--- src/hw/wdt_pkg.sv ---
// Package: register map, fields and timing for the runaway watchdog
package wdt_pkg;
    // Register offsets (byte addresses)
    localparam logic [3:0] OFS_CTRL    = 4'h0;
    localparam logic [3:0] OFS_RESTART = 4'h4;
    localparam logic [3:0] OFS_COUNT   = 4'h8;
    localparam logic [3:0] OFS_IRQ_ST  = 4'hc;
    localparam logic [3:0] OFS_IRQ_CLR = 4'hd;
    localparam logic [3:0] OFS_IRQ_EN  = 4'he;
    // Control register fields
    localparam int BIT_PRESCALE = 0;
    localparam int BIT_ACTION   = 1;
    localparam int BIT_SUBCLK   = 2;
    // Status register fields
    localparam int ST_UNDERFLOW = 0;
    localparam int ST_WIDTH     = 1;
    // Counter and prescaler figures
    localparam int          CNT_W      = 15;
    localparam logic [14:0] CNT_RELOAD = 15'h7fff;
    localparam int          PRE_W      = 7;
    localparam logic [6:0]  DIV_SLOW   = 7'h7f;
    localparam logic [6:0]  DIV_FAST   = 7'h0f;
    localparam logic [6:0]  DIV_SUB    = 7'h01;
    localparam logic [7:0]  CTRL_RST   = 8'h00;

    typedef struct packed {
        logic       wr;
        logic       rd;
        logic [3:0] addr;
        logic [7:0] wdata;
    } bus_req_t;

    typedef enum logic [1:0] {
        ST_IDLE = 2'b00,
        ST_RUN  = 2'b01,
        ST_HALT = 2'b11
    } wdt_state_t;
endpackage

--- src/hw/program_runaway_watchdog.sv ---
// Runaway watchdog: prescaler, 15-bit down-counter and register port
//
// Added by the designer: strobed register access and the register addresses.
`timescale 1ns/1ns

// Operation
// A 15-bit down-counter steps once per prescaler output pulse.
// Underflow raises an interrupt or a reset, per the action bit.
// Action bit can only be set to one; zero writes are ignored.
// On main clock the prescaler divides by 16 or 128.
// On sub-clock the prescaler always divides by 2.
// Period is division ratio times 32768 CPU clocks.
// Any restart register write reinitialises the counter.
// System reset initialises the prescaler.
// Counter and prescaler idle after reset until first restart write.
// Stop, wait and hold freeze counter and prescaler.
// After a freeze, counting resumes from the held value.
// Software must restart the watchdog after its interrupt.
// Restart reloads 0x7fff whatever data is written.
// In interrupt action, counting continues after underflow by wrapping.
module program_runaway_watchdog
    import wdt_pkg::*;
#(
    parameter int COUNT_W = CNT_W
) (
    // Clock and reset
    input  wire logic       sys_clk_i,
    input  wire logic       rst_i,
    // Register port
    input  wire logic [3:0] addr_i,
    input  wire logic [7:0] wdata_i,
    input  wire logic       wr_i,
    input  wire logic       rd_i,
    output logic      [7:0] rdata_o,
    // Power state of the chip
    input  wire logic       stop_mode_i,
    input  wire logic       wait_mode_i,
    input  wire logic       hold_state_i,
    input  wire logic       sub_clock_sel_i,
    // Underflow actions
    output logic            wdt_irq_o,
    output logic            wdt_reset_o
);

    // Narrow counters serve short test periods; the read view caps it at 15
    if (COUNT_W < 2 || COUNT_W > CNT_W) begin : g_bad_width
        $error("Counter width must be 2 to 15");
    end

    localparam logic [COUNT_W-1:0] RELOAD  = CNT_RELOAD[COUNT_W-1:0];
    localparam logic [COUNT_W-1:0] CNT_ONE = COUNT_W'(1);

    bus_req_t   req;
    wdt_state_t state_ff;
    wdt_state_t nxt_state;
    logic [COUNT_W-1:0] count_ff;
    logic [CNT_W-1:0] count_view;
    logic [PRE_W-1:0] pre_ff;
    logic [PRE_W-1:0] div_top;
    logic       prescale_select_bit_ff;
    logic       underflow_action_select_ff;
    logic       sub_ff;
    logic [ST_WIDTH-1:0] irq_st_ff;
    logic [ST_WIDTH-1:0] irq_en_ff;
    logic       frozen;
    logic       restart_wr;
    logic       ctrl_wr;
    logic       tick;
    logic       underflow;
    logic       running;

    assign req = '{wr: wr_i, rd: rd_i, addr: addr_i, wdata: wdata_i};
    assign frozen     = stop_mode_i | wait_mode_i | hold_state_i;
    // Gate at once so a freeze never lets one more prescaler step through
    assign running    = (state_ff == ST_RUN) && !frozen;
    assign count_view = CNT_W'(count_ff);
    assign restart_wr = req.wr && (req.addr == OFS_RESTART);
    assign ctrl_wr    = req.wr && (req.addr == OFS_CTRL);

    // main clock ratio select
    // sub-clock forces divide by two
    always_comb begin
        if (sub_clock_sel_i) begin
            div_top = DIV_SUB;
        end else if (prescale_select_bit_ff) begin
            div_top = DIV_SLOW;
        end else begin
            div_top = DIV_FAST;
        end
    end

    assign tick      = running && (pre_ff >= div_top);
    assign underflow = tick && (count_ff == '0);

    // idle until first restart
    // freeze in low-power states
    always_comb begin
        nxt_state = state_ff;
        case (state_ff)
            ST_IDLE: begin
                if (restart_wr) begin
                    nxt_state = frozen ? ST_HALT : ST_RUN;
                end
            end
            ST_RUN: begin
                if (frozen) begin
                    nxt_state = ST_HALT;
                end
            end
            ST_HALT: begin
                if (!frozen) begin
                    nxt_state = ST_RUN;
                end
            end
            default: nxt_state = ST_IDLE;
        endcase
    end

    always_ff @(posedge sys_clk_i) begin
        if (rst_i) begin
            state_ff <= ST_IDLE;
        end else begin
            state_ff <= nxt_state;
        end
    end

    // prescaler cleared by reset
    // restart also clears prescaler phase
    always_ff @(posedge sys_clk_i) begin
        if (rst_i || restart_wr) begin
            pre_ff <= '0;
        end else if (tick) begin
            pre_ff <= '0;
        end else if (running) begin
            pre_ff <= pre_ff + 7'h01;
        end
    end

    // count down per prescaler pulse
    // restart reloads the counter
    // reload value is all ones
    // halt keeps the held value
    // wrap to full count after underflow
    always_ff @(posedge sys_clk_i) begin
        if (rst_i) begin
            count_ff <= RELOAD;
        end else if (restart_wr) begin
            count_ff <= RELOAD;
        end else if (tick) begin
            count_ff <= count_ff - CNT_ONE;
        end
    end

    // action bit is set-only
    always_ff @(posedge sys_clk_i) begin
        if (rst_i) begin
            prescale_select_bit_ff     <= CTRL_RST[BIT_PRESCALE];
            underflow_action_select_ff <= CTRL_RST[BIT_ACTION];
        end else if (ctrl_wr) begin
            prescale_select_bit_ff <= req.wdata[BIT_PRESCALE];
            if (req.wdata[BIT_ACTION]) begin
                underflow_action_select_ff <= 1'b1;
            end
        end
    end

    // underflow action dispatch; set wins over clear
    always_ff @(posedge sys_clk_i) begin
        if (rst_i) begin
            irq_st_ff <= '0;
        end else begin
            if (req.wr && req.addr == OFS_IRQ_CLR) begin
                irq_st_ff <= irq_st_ff & ~req.wdata[ST_WIDTH-1:0];
            end
            if (underflow && !underflow_action_select_ff) begin
                irq_st_ff[ST_UNDERFLOW] <= 1'b1;
            end
        end
    end

    always_ff @(posedge sys_clk_i) begin
        if (rst_i) begin
            irq_en_ff <= '0;
        end else if (req.wr && req.addr == OFS_IRQ_EN) begin
            irq_en_ff <= req.wdata[ST_WIDTH-1:0];
        end
    end

    assign wdt_irq_o = |(irq_st_ff & irq_en_ff);

    // Reset pulse is one cycle; the system reset path stretches it
    always_ff @(posedge sys_clk_i) begin
        if (rst_i) begin
            wdt_reset_o <= 1'b0;
        end else begin
            wdt_reset_o <= underflow && underflow_action_select_ff;
        end
    end

    always_ff @(posedge sys_clk_i) begin
        if (rst_i) begin
            sub_ff <= 1'b0;
        end else begin
            sub_ff <= sub_clock_sel_i;
        end
    end

    // Read data one cycle after strobe; unmapped reads give zero
    always_ff @(posedge sys_clk_i) begin
        if (rst_i) begin
            rdata_o <= 8'h00;
        end else if (req.rd) begin
            case (req.addr)
                OFS_CTRL:    rdata_o <= {5'h00, sub_ff,
                                         underflow_action_select_ff,
                                         prescale_select_bit_ff};
                OFS_COUNT:   rdata_o <= {count_view[CNT_W-1:7] == '0,
                                         count_view[6:0]};
                OFS_IRQ_ST:  rdata_o <= {7'h00, irq_st_ff};
                OFS_IRQ_EN:  rdata_o <= {7'h00, irq_en_ff};
                default:     rdata_o <= 8'h00;
            endcase
        end else begin
            rdata_o <= 8'h00;
        end
    end

    // Assertions
    a_idle_no_count: assert property (@(posedge sys_clk_i) disable iff (rst_i)
        state_ff == ST_IDLE |-> ##1 $stable(count_ff) || $past(restart_wr))
        else $error("Counter moved before first restart");
    a_halt_holds: assert property (@(posedge sys_clk_i) disable iff (rst_i)
        state_ff == ST_HALT && !restart_wr |=> $stable(count_ff))
        else $error("Counter moved while frozen");
    a_restart_reload: assert property (@(posedge sys_clk_i) disable iff (rst_i)
        restart_wr |=> count_ff == RELOAD)
        else $error("Restart did not reload");
    a_action_sticky: assert property (@(posedge sys_clk_i) disable iff (rst_i)
        underflow_action_select_ff |=> underflow_action_select_ff)
        else $error("Action bit cleared");
    a_sub_div_two: assert property (@(posedge sys_clk_i) disable iff (rst_i)
        sub_clock_sel_i |-> div_top == DIV_SUB)
        else $error("Sub-clock ratio wrong");
    a_main_div: assert property (@(posedge sys_clk_i) disable iff (rst_i)
        !sub_clock_sel_i |-> div_top == (prescale_select_bit_ff ?
                                         DIV_SLOW : DIV_FAST))
        else $error("Main-clock ratio wrong");
    a_reset_action: assert property (@(posedge sys_clk_i) disable iff (rst_i)
        underflow && underflow_action_select_ff |=> wdt_reset_o)
        else $error("Underflow reset missing");
    a_irq_action: assert property (@(posedge sys_clk_i) disable iff (rst_i)
        underflow && !underflow_action_select_ff |=>
        irq_st_ff[ST_UNDERFLOW] && !wdt_reset_o)
        else $error("Underflow interrupt missing");
    a_wrap_full: assert property (@(posedge sys_clk_i) disable iff (rst_i)
        underflow && !restart_wr |=> count_ff == RELOAD)
        else $error("No wrap after underflow");
    a_tick_step: assert property (@(posedge sys_clk_i) disable iff (rst_i)
        tick && !restart_wr && count_ff != '0 |=>
        count_ff == $past(count_ff) - CNT_ONE)
        else $error("Counter step wrong");
    a_fast_spacing: assert property (@(posedge sys_clk_i) disable iff (rst_i)
        tick && !sub_clock_sel_i && !prescale_select_bit_ff |=>
        !tick [*8])
        else $error("Prescaler pulses too close");

    // Counter and prescaler
    a_idle_prescaler: assert property (@(posedge sys_clk_i) disable iff (rst_i)
        state_ff == ST_IDLE |-> pre_ff == '0)
        else $error("Prescaler ran before first restart");
    a_no_tick_idle: assert property (@(posedge sys_clk_i) disable iff (rst_i)
        state_ff != ST_RUN |-> !tick)
        else $error("Tick outside run state");
    a_idle_start: assert property (@(posedge sys_clk_i) disable iff (rst_i)
        state_ff == ST_IDLE && restart_wr && !frozen |=> state_ff == ST_RUN)
        else $error("First restart did not start counting");
    a_restart_frozen: assert property (@(posedge sys_clk_i) disable iff (rst_i)
        state_ff == ST_IDLE && restart_wr && frozen |=> state_ff == ST_HALT)
        else $error("Restart while frozen started counting");
    a_frozen_stops: assert property (@(posedge sys_clk_i) disable iff (rst_i)
        frozen && !restart_wr |=> $stable(count_ff) && $stable(pre_ff))
        else $error("Counting while frozen");
    a_halt_prescaler: assert property (@(posedge sys_clk_i) disable iff (rst_i)
        state_ff == ST_HALT && !restart_wr |=> $stable(pre_ff))
        else $error("Prescaler moved in halt");
    a_resume_held: assert property (@(posedge sys_clk_i) disable iff (rst_i)
        state_ff == ST_HALT && !frozen && !restart_wr |=>
        count_ff == $past(count_ff))
        else $error("Count reloaded on resume");
    a_restart_prescaler: assert property (@(posedge sys_clk_i)
        disable iff (rst_i)
        restart_wr |=> pre_ff == '0)
        else $error("Restart left prescaler phase");
    a_slow_spacing: assert property (@(posedge sys_clk_i) disable iff (rst_i)
        tick && !sub_clock_sel_i && prescale_select_bit_ff |=> !tick [*8])
        else $error("Slow prescaler pulses too close");
    a_sub_spacing: assert property (@(posedge sys_clk_i) disable iff (rst_i)
        tick && sub_clock_sel_i |=> !tick)
        else $error("Sub-clock pulses too close");

    // Control bits, action and status
    a_prescale_write: assert property (@(posedge sys_clk_i) disable iff (rst_i)
        ctrl_wr |=> prescale_select_bit_ff == $past(req.wdata[BIT_PRESCALE]))
        else $error("Prescale bit not written");
    a_action_set: assert property (@(posedge sys_clk_i) disable iff (rst_i)
        ctrl_wr && req.wdata[BIT_ACTION] |=> underflow_action_select_ff)
        else $error("Action bit not set");
    a_reset_pulse: assert property (@(posedge sys_clk_i) disable iff (rst_i)
        wdt_reset_o |=> !wdt_reset_o)
        else $error("Reset pulse too long");
    a_no_reset_irq: assert property (@(posedge sys_clk_i) disable iff (rst_i)
        !underflow_action_select_ff |=> !wdt_reset_o)
        else $error("Reset in interrupt action");
    a_status_sticky: assert property (@(posedge sys_clk_i) disable iff (rst_i)
        irq_st_ff[ST_UNDERFLOW] && !(req.wr && req.addr == OFS_IRQ_CLR) |=>
        irq_st_ff[ST_UNDERFLOW])
        else $error("Status bit lost");
    a_clear_status: assert property (@(posedge sys_clk_i) disable iff (rst_i)
        req.wr && req.addr == OFS_IRQ_CLR && req.wdata[ST_UNDERFLOW] &&
        !underflow |=> !irq_st_ff[ST_UNDERFLOW])
        else $error("Status bit not cleared");

    // Register port
    a_en_write: assert property (@(posedge sys_clk_i) disable iff (rst_i)
        req.wr && req.addr == OFS_IRQ_EN |=>
        irq_en_ff == $past(req.wdata[ST_WIDTH-1:0]))
        else $error("Enable register not written");
    a_read_idle: assert property (@(posedge sys_clk_i) disable iff (rst_i)
        !req.rd |=> rdata_o == 8'h00)
        else $error("Read data outside read cycle");
    a_count_read: assert property (@(posedge sys_clk_i) disable iff (rst_i)
        req.rd && req.addr == OFS_COUNT |=>
        rdata_o[6:0] == $past(count_view[6:0]))
        else $error("Count view wrong");

    c_sub_underflow: cover property (@(posedge sys_clk_i)
        underflow && sub_clock_sel_i);
    c_restart_frozen: cover property (@(posedge sys_clk_i)
        state_ff == ST_IDLE && restart_wr && frozen);
    c_underflow_irq: cover property (@(posedge sys_clk_i)
        underflow && !underflow_action_select_ff);
    c_underflow_rst: cover property (@(posedge sys_clk_i) wdt_reset_o);
    c_halt_resume: cover property (@(posedge sys_clk_i)
        state_ff == ST_HALT ##1 state_ff == ST_RUN);
endmodule

--- config.mk ---
export PLATFORM = sky130hd
export DESIGN_NAME = program_runaway_watchdog
export DESIGN_NICKNAME = d
export VERILOG_FILES = /design/src/hw/wdt_pkg.sv /design/src/hw/program_runaway_watchdog.sv
export SDC_FILE = /design/constraint.sdc
export NUM_CORES = 1
export LEC_CHECK = 0
export BUFFER_PORTS_ARGS = -buffer_cell sky130_fd_sc_hd__buf_2
export CAP_MARGIN = 0
export CORE_AREA = 2 2 63 65
export CTS_BUF_LIST = sky130_fd_sc_hd__clkbuf_4
export DETAILED_ROUTE_END_ITERATION = 16
export DIE_AREA = 0 0 65 67
export MAX_ROUTING_LAYER = met4
export PLACE_DENSITY = 0.85
export SLEW_MARGIN = 5
export SYNTH_ARGS = -nofsm -noshare
export SYNTH_HDL_FRONTEND = slang
export SYNTH_SLANG_ARGS = --single-unit
--- constraint.sdc ---
create_clock -name sys_clk_i -period 2.6 [get_ports sys_clk_i]
set_input_delay 0.65 -clock sys_clk_i [delete_from_list [all_inputs] [get_ports sys_clk_i]]
set_output_delay 0.65 -clock sys_clk_i [all_outputs]
set_load 0.05 [all_outputs]
Yosys cells after proc, flatten, opt, wreduce, memory -nomap -nowiden
Index checks and enable logic that the tools add are counted.

Bitwise logic cells: 6. Multiply operators: 0. Divide/modulo/power cells: 0. Mux-type cells: 10. Reductions and logical operators: 22. Shift-type cells: 0. Order comparisons: 1. $add $sub $neg: 2. Equality and inequality tests: 10.

Operators with widths (count): 8-bit one-hot mux with 4 select lines (1); 4-bit equality test (second input constant) (4); 15-bit zero test (1); 15-bit by 1-bit subtractor with 15-bit output (second input constant) (1); 7-bit 2-to-1 mux (2); 1-bit logical AND (9); 8-bit zero test (1); 2-bit 2-to-1 mux (4); 7-bit by 1-bit adder with 7-bit output (second input constant) (1); 7-bit >= comparator (1); 2-bit != test (second input constant) (3); 2-bit one-hot mux with 3 select lines (1); 2-bit OR reduction (3); 4-bit by 3-bit equality test with 1-bit output (second input constant) (1); 4-bit zero test (1); 3-bit AND reduction (1); 1-bit bitwise AND (2); 2-bit by 1-bit equality test with 1-bit output (second input constant) (1); 2-bit equality test (second input constant) (1); 1-bit zero test (2); 2-bit zero test (1); 1-bit 2-to-1 mux (2); 1-bit NOT (2); 1-bit OR (2); 3 further kinds (3).

Memories kept: 0. Output and inout port bits: 10. Logic and storage cells: 61. Latch bits: 0. ROM bits: 0. Bits in registers: 38. Input bits: 20. Bits in writable memories: 0.

Depth between registers and ports, before layout
Depth after elaboration: 8. Gate-level depth with buffers: 8. Mapped depth without buffers: 6.

Worst setup path before layout
OpenSTA, ideal clock, no wires.

Path type: input port to flip-flop. Start point: in sub_clock_sel_i. End point: reg count_ff[14]. Stages: 7. Arrival: 2.308 ns. Setup slack: 0.221 ns. Path through: nand2b_1 > ha_1 > nand2_1 > or4_4 > buf_6 > a2111oi_4 > mux2i_1.

Cells in the longest elaborated chain, start to end: 3.

Ends and longest elaborated chain: start, declared (line program_runaway_watchdog.sv:39) `input wire logic sub_clock_sel_i,`; 7-bit 2-to-1 mux (line program_runaway_watchdog.sv:83) `if (sub_clock_sel_i) begin`; 7-bit >= comparator (line program_runaway_watchdog.sv:92) `assign tick = running && (pre_ff >= div_top);`; 1-bit logical AND (line program_runaway_watchdog.sv:92); end signal, assigned (line program_runaway_watchdog.sv:150) `count_ff <= count_ff - CNT_ONE;`; end, declared (line program_runaway_watchdog.sv:56) `logic [COUNT_W-1:0] count_ff;`.

Every way passes these cells. A chain may end at the register's enable or synchronous reset.

Worst setup path in the final report
Start point: in sub_clock_sel_i. End point: reg count_ff[1].

The elaborated chain is that of the path after synthesis.

==> run_results.csv <==
group,metric,value,unit
synth,synth_cells,225,
cts,cts_inserted_buffers,5,
critical_path,cp.arrival,2.60,ns
grt,grt_antenna_before_repair,0,
pwr,power,1160,uW
sta,grt_setup_unrepaired,"false",
final_layout,drive_gt1_share,19.9,%
floorplan,core_area,3610,sq um
cts,post_cts_resize_count,0,
hold_path,hp-start,"prescale_select_bit_ff",
sta,finClkSkew,0.00444,ns
synth,yosys_warnings,0,
critical_path,crit_required,2.89,ns
floorplan,die_w,65,um
final_layout,multiInputGateArea,1240,sq um
pwr,p_per_area,488,nW/um^2
critical_path,crit_type,"in2reg",
pwr,swShare,21.3,%
sta,max_slew.worst_pin.slew,0.622,ns
grt,met1_usage,28.8,%
floorplan,die_h,67,um
final_layout,final_cells,304,
route,dr.pass1.iters,4,
synth,ys_types,39,
sta,slew_viol_final,0,
grt,met3_usage,4.22,%
grt,grt_busiest_layer,"met2",
sta,relSlewSlack,58.1,%
pwr,leakage,0.000822,uW
grt,overflow,0,
cts,clockRootBuffer,"clkbuf_4",
sta,finalHoldViolCount,0,
final_layout,seqCellArea,761,sq um
sta,min_period,2.31,ns
cts,cts_buffer_depth,2,
route,avgViaCountPerCell,5.72,
cts,h-tree-depth,2,
route,drc,0,
grt,use_met2,35.8,%
pwr,vdd_ir_drop_max,352,uV
place,dp_cells,296,
synth,synthSimpleGateAreaFrac,28.7,%
final_layout,layout_common_cells,"dfxtp_1 (38), nor2_1 (27), buf_2 (23)",
grt,globalRouteTotalUtil,22.3,%
route,drt_wl_total,4230,um
pwr,seq_power_share,50.6,%
critical_path,cp_slowest_cell,"or4_4",
sta,fin_crit_sh,89.0,%
final_layout,area_growth,14.8,%
critical_path,crit_buf_inv,2,
place,io_buffers,23,
synth,synth_xor_area_share,1.69,%
cts,cts.sinks,38,
synth,synthMuxAreaShare,9.74,%
route,antenna_left,0,
sta,max_clock_freq,432,MHz
critical_path,path_cells,"buf_2 -> nand2b_1 -> ha_1 -> nand2_1 -> or4_4 -> buf_4 -> a21oi_4 -> mux2i_1",
grt,grt_max_degree,24,
grt,grt_pass1_vias,1632,
final_layout,nNetsFinal,283,
final_layout,nFillCells,295,
grt,grt_pass1_wl,7340,um
final_layout,antenna_cells,0,
floorplan,num_io_pins,30,
pwr,pwr-share-comb,6.4,%
place,hpwl,3020,um
cts,clk_pin_slew,0.12,ns
synth,synthesis.area,2070,sq um
route,first_iter_violations,170,
hold_path,hold_path_class,"reg2reg",
synth,synth_compound_area_share,15.1,%
cts,cts_setup_buffers,0,
cts,cts_tree,"built",
run_status,outcome,"complete, no violations",
synth,syn_area_per_cell,9.19,sq um
synth,synth-adder-area-share,4.84,%
critical_path,worstSetupStartpointType,"primary input",
floorplan,num_rows,22,
critical_path,critical-path-top-delay-family,"simple AND/OR/NAND/NOR gates",
cts,clk_latency,0.35,ns
place,gp_congestion,0.809,
pwr,p_int,912,uW
critical_path,cpPeakStageDelay,0.63,ns
final_layout,final_common_cell,"dfxtp_1",
synth,synth_seq_cells,38,
critical_path,r2r_start,"prescale_select_bit_ff",
critical_path,cp_max_fo,16,
synth,ys_seq_area_share,36.8,%
synth,synth_nets,253,
route,dr_total_vias,1740,
critical_path,cp-end-kind,"flip-flop",
sta,setup_viol,0,
job,maxCapViolations,0,
pwr,power.switching,246,uW
sta,finalSetupTns,0,ns
critical_path,crit_start,"sub_clock_sel_i",
floorplan,initial_core_util,57.4,%
route,wire_per_inst,13.9,um
synth,synth_top_family_by_area,"simple AND/OR/NAND/NOR gates",
floorplan,dieArea,4360,sq um
cts,holdBufCountCts,0,
pwr,p_clk_share,42.9,%
[cells in the mapped netlist (all sizes together)]
cell type	n	area, sq um
nand2b	4	25.0
a31o	1	8.76
clkbuf	5	18.8
buf	4	32.5
a2111oi	6	140
nand3	5	25.0
inv	4	15.0
nand4	5	31.3
o21ai	2	10.0
nor4	4	25.0
mux2i	19	190
nor3	14	75.1
a31oi	3	18.8
dfxtp	38	761
and2	19	119
nor4b	1	8.76
nor2	27	101
a21oi	12	71.3
nor2b	4	25.0
mux2	1	11.3
or4	2	18.8
ha	8	100
o2bb2ai	1	8.76
nand4b	4	35.0
or3	3	18.8
nand4bb	1	11.3
nand2	15	58.8
nand3b	1	7.51
o21a	1	7.51
a41oi	1	8.76
xnor2	4	35.0
nor3b	1	7.51
a211oi	5	37.5
[registers in the layout, summed over array words and instances (netlist names)]
| name | cells |
|---|---|
| rdata_o | 8 |
| underflow_action_select_ff | 1 |
| wdt_reset_o | 1 |
| irq_st_ff | 1 |
| irq_en_ff | 1 |
| prescale_select_bit_ff | 1 |
| pre_ff | 7 |
| count_ff | 15 |
| state_ff | 2 |
| sub_ff | 1 |
[routing by layer]
metal | share of wire, % | vias to the layer above
met2 | 48 | 56
met1 | 45 | 808
met4 | 0.26 | 0
met3 | 6.2 | 4
met5 | 0 | -
li1 | - | 872
[cell families after synthesis]
logic type | Yosys count
flops | 38
simple gates | 110
buf+inv | 13
mux | 20
xor+xnor | 4
fa+ha+maj | 8
compound gates | 32
[tightest hold or removal path, stage by stage, from the launching register on]
cell and delay, ns:
dfxtp_1 0.35, nand2_1 0.06, a21oi_1 0.05
[power by group through the flow]
stage / Clock [uW] / Sequential, uW / Combinational (uW)
2_1_floorplan: 0 / 603 / 39.9
3_3_place_gp: 0 / 600 / 71.8
3_5_place_dp: 0 / 600 / 73.1
4_1_cts: 503 / 587 / 73.8
5_1_grt: 528 / 587 / 82.1
6_report: 497 / 587 / 74.2
[worst paths after layout]
check | depth (start not counted) | slack (ns) | endpoint
setup / recovery | 8 | 0.29 | count_ff[1]
hold / removal | 2 | 0.50 | prescale_select_bit_ff
setup reg to reg | 7 | 0.37 | count_ff[1]
hold reg to reg | 2 | 0.50 | prescale_select_bit_ff
[area by class of cell]
type | instances | share of cell area [%]
Timing Repair Buffer | 32 | 8.22
Clock inverter | 3 | 2.69
Multi-Input combinational cell | 174 | 52.3
Clock buffer | 5 | 1.58
Tap cell | 48 | 2.53
Sequential cell | 38 | 32.1
Inverter | 4 | 0.633
[through the flow]
| step | worst slack (ns) | instance area [sq um] | hold slack (ns) | util [%] |
|---|---|---|---|---|
| after global routing | 0.171 | 2370 | 0.525 | 65.8 |
| after floorplan | 0.221 | 2070 | 0.437 | - |
| after global placement | -0.0445 | 2270 | 0.457 | 63.0 |
| after detailed placement | -0.0771 | 2270 | 0.469 | 63.0 |
| final | 0.285 | 2370 | 0.500 | 65.8 |
| after CTS | 0.281 | 2370 | 0.504 | 65.8 |
No activity file was read; power rests on OpenSTA's default activity.
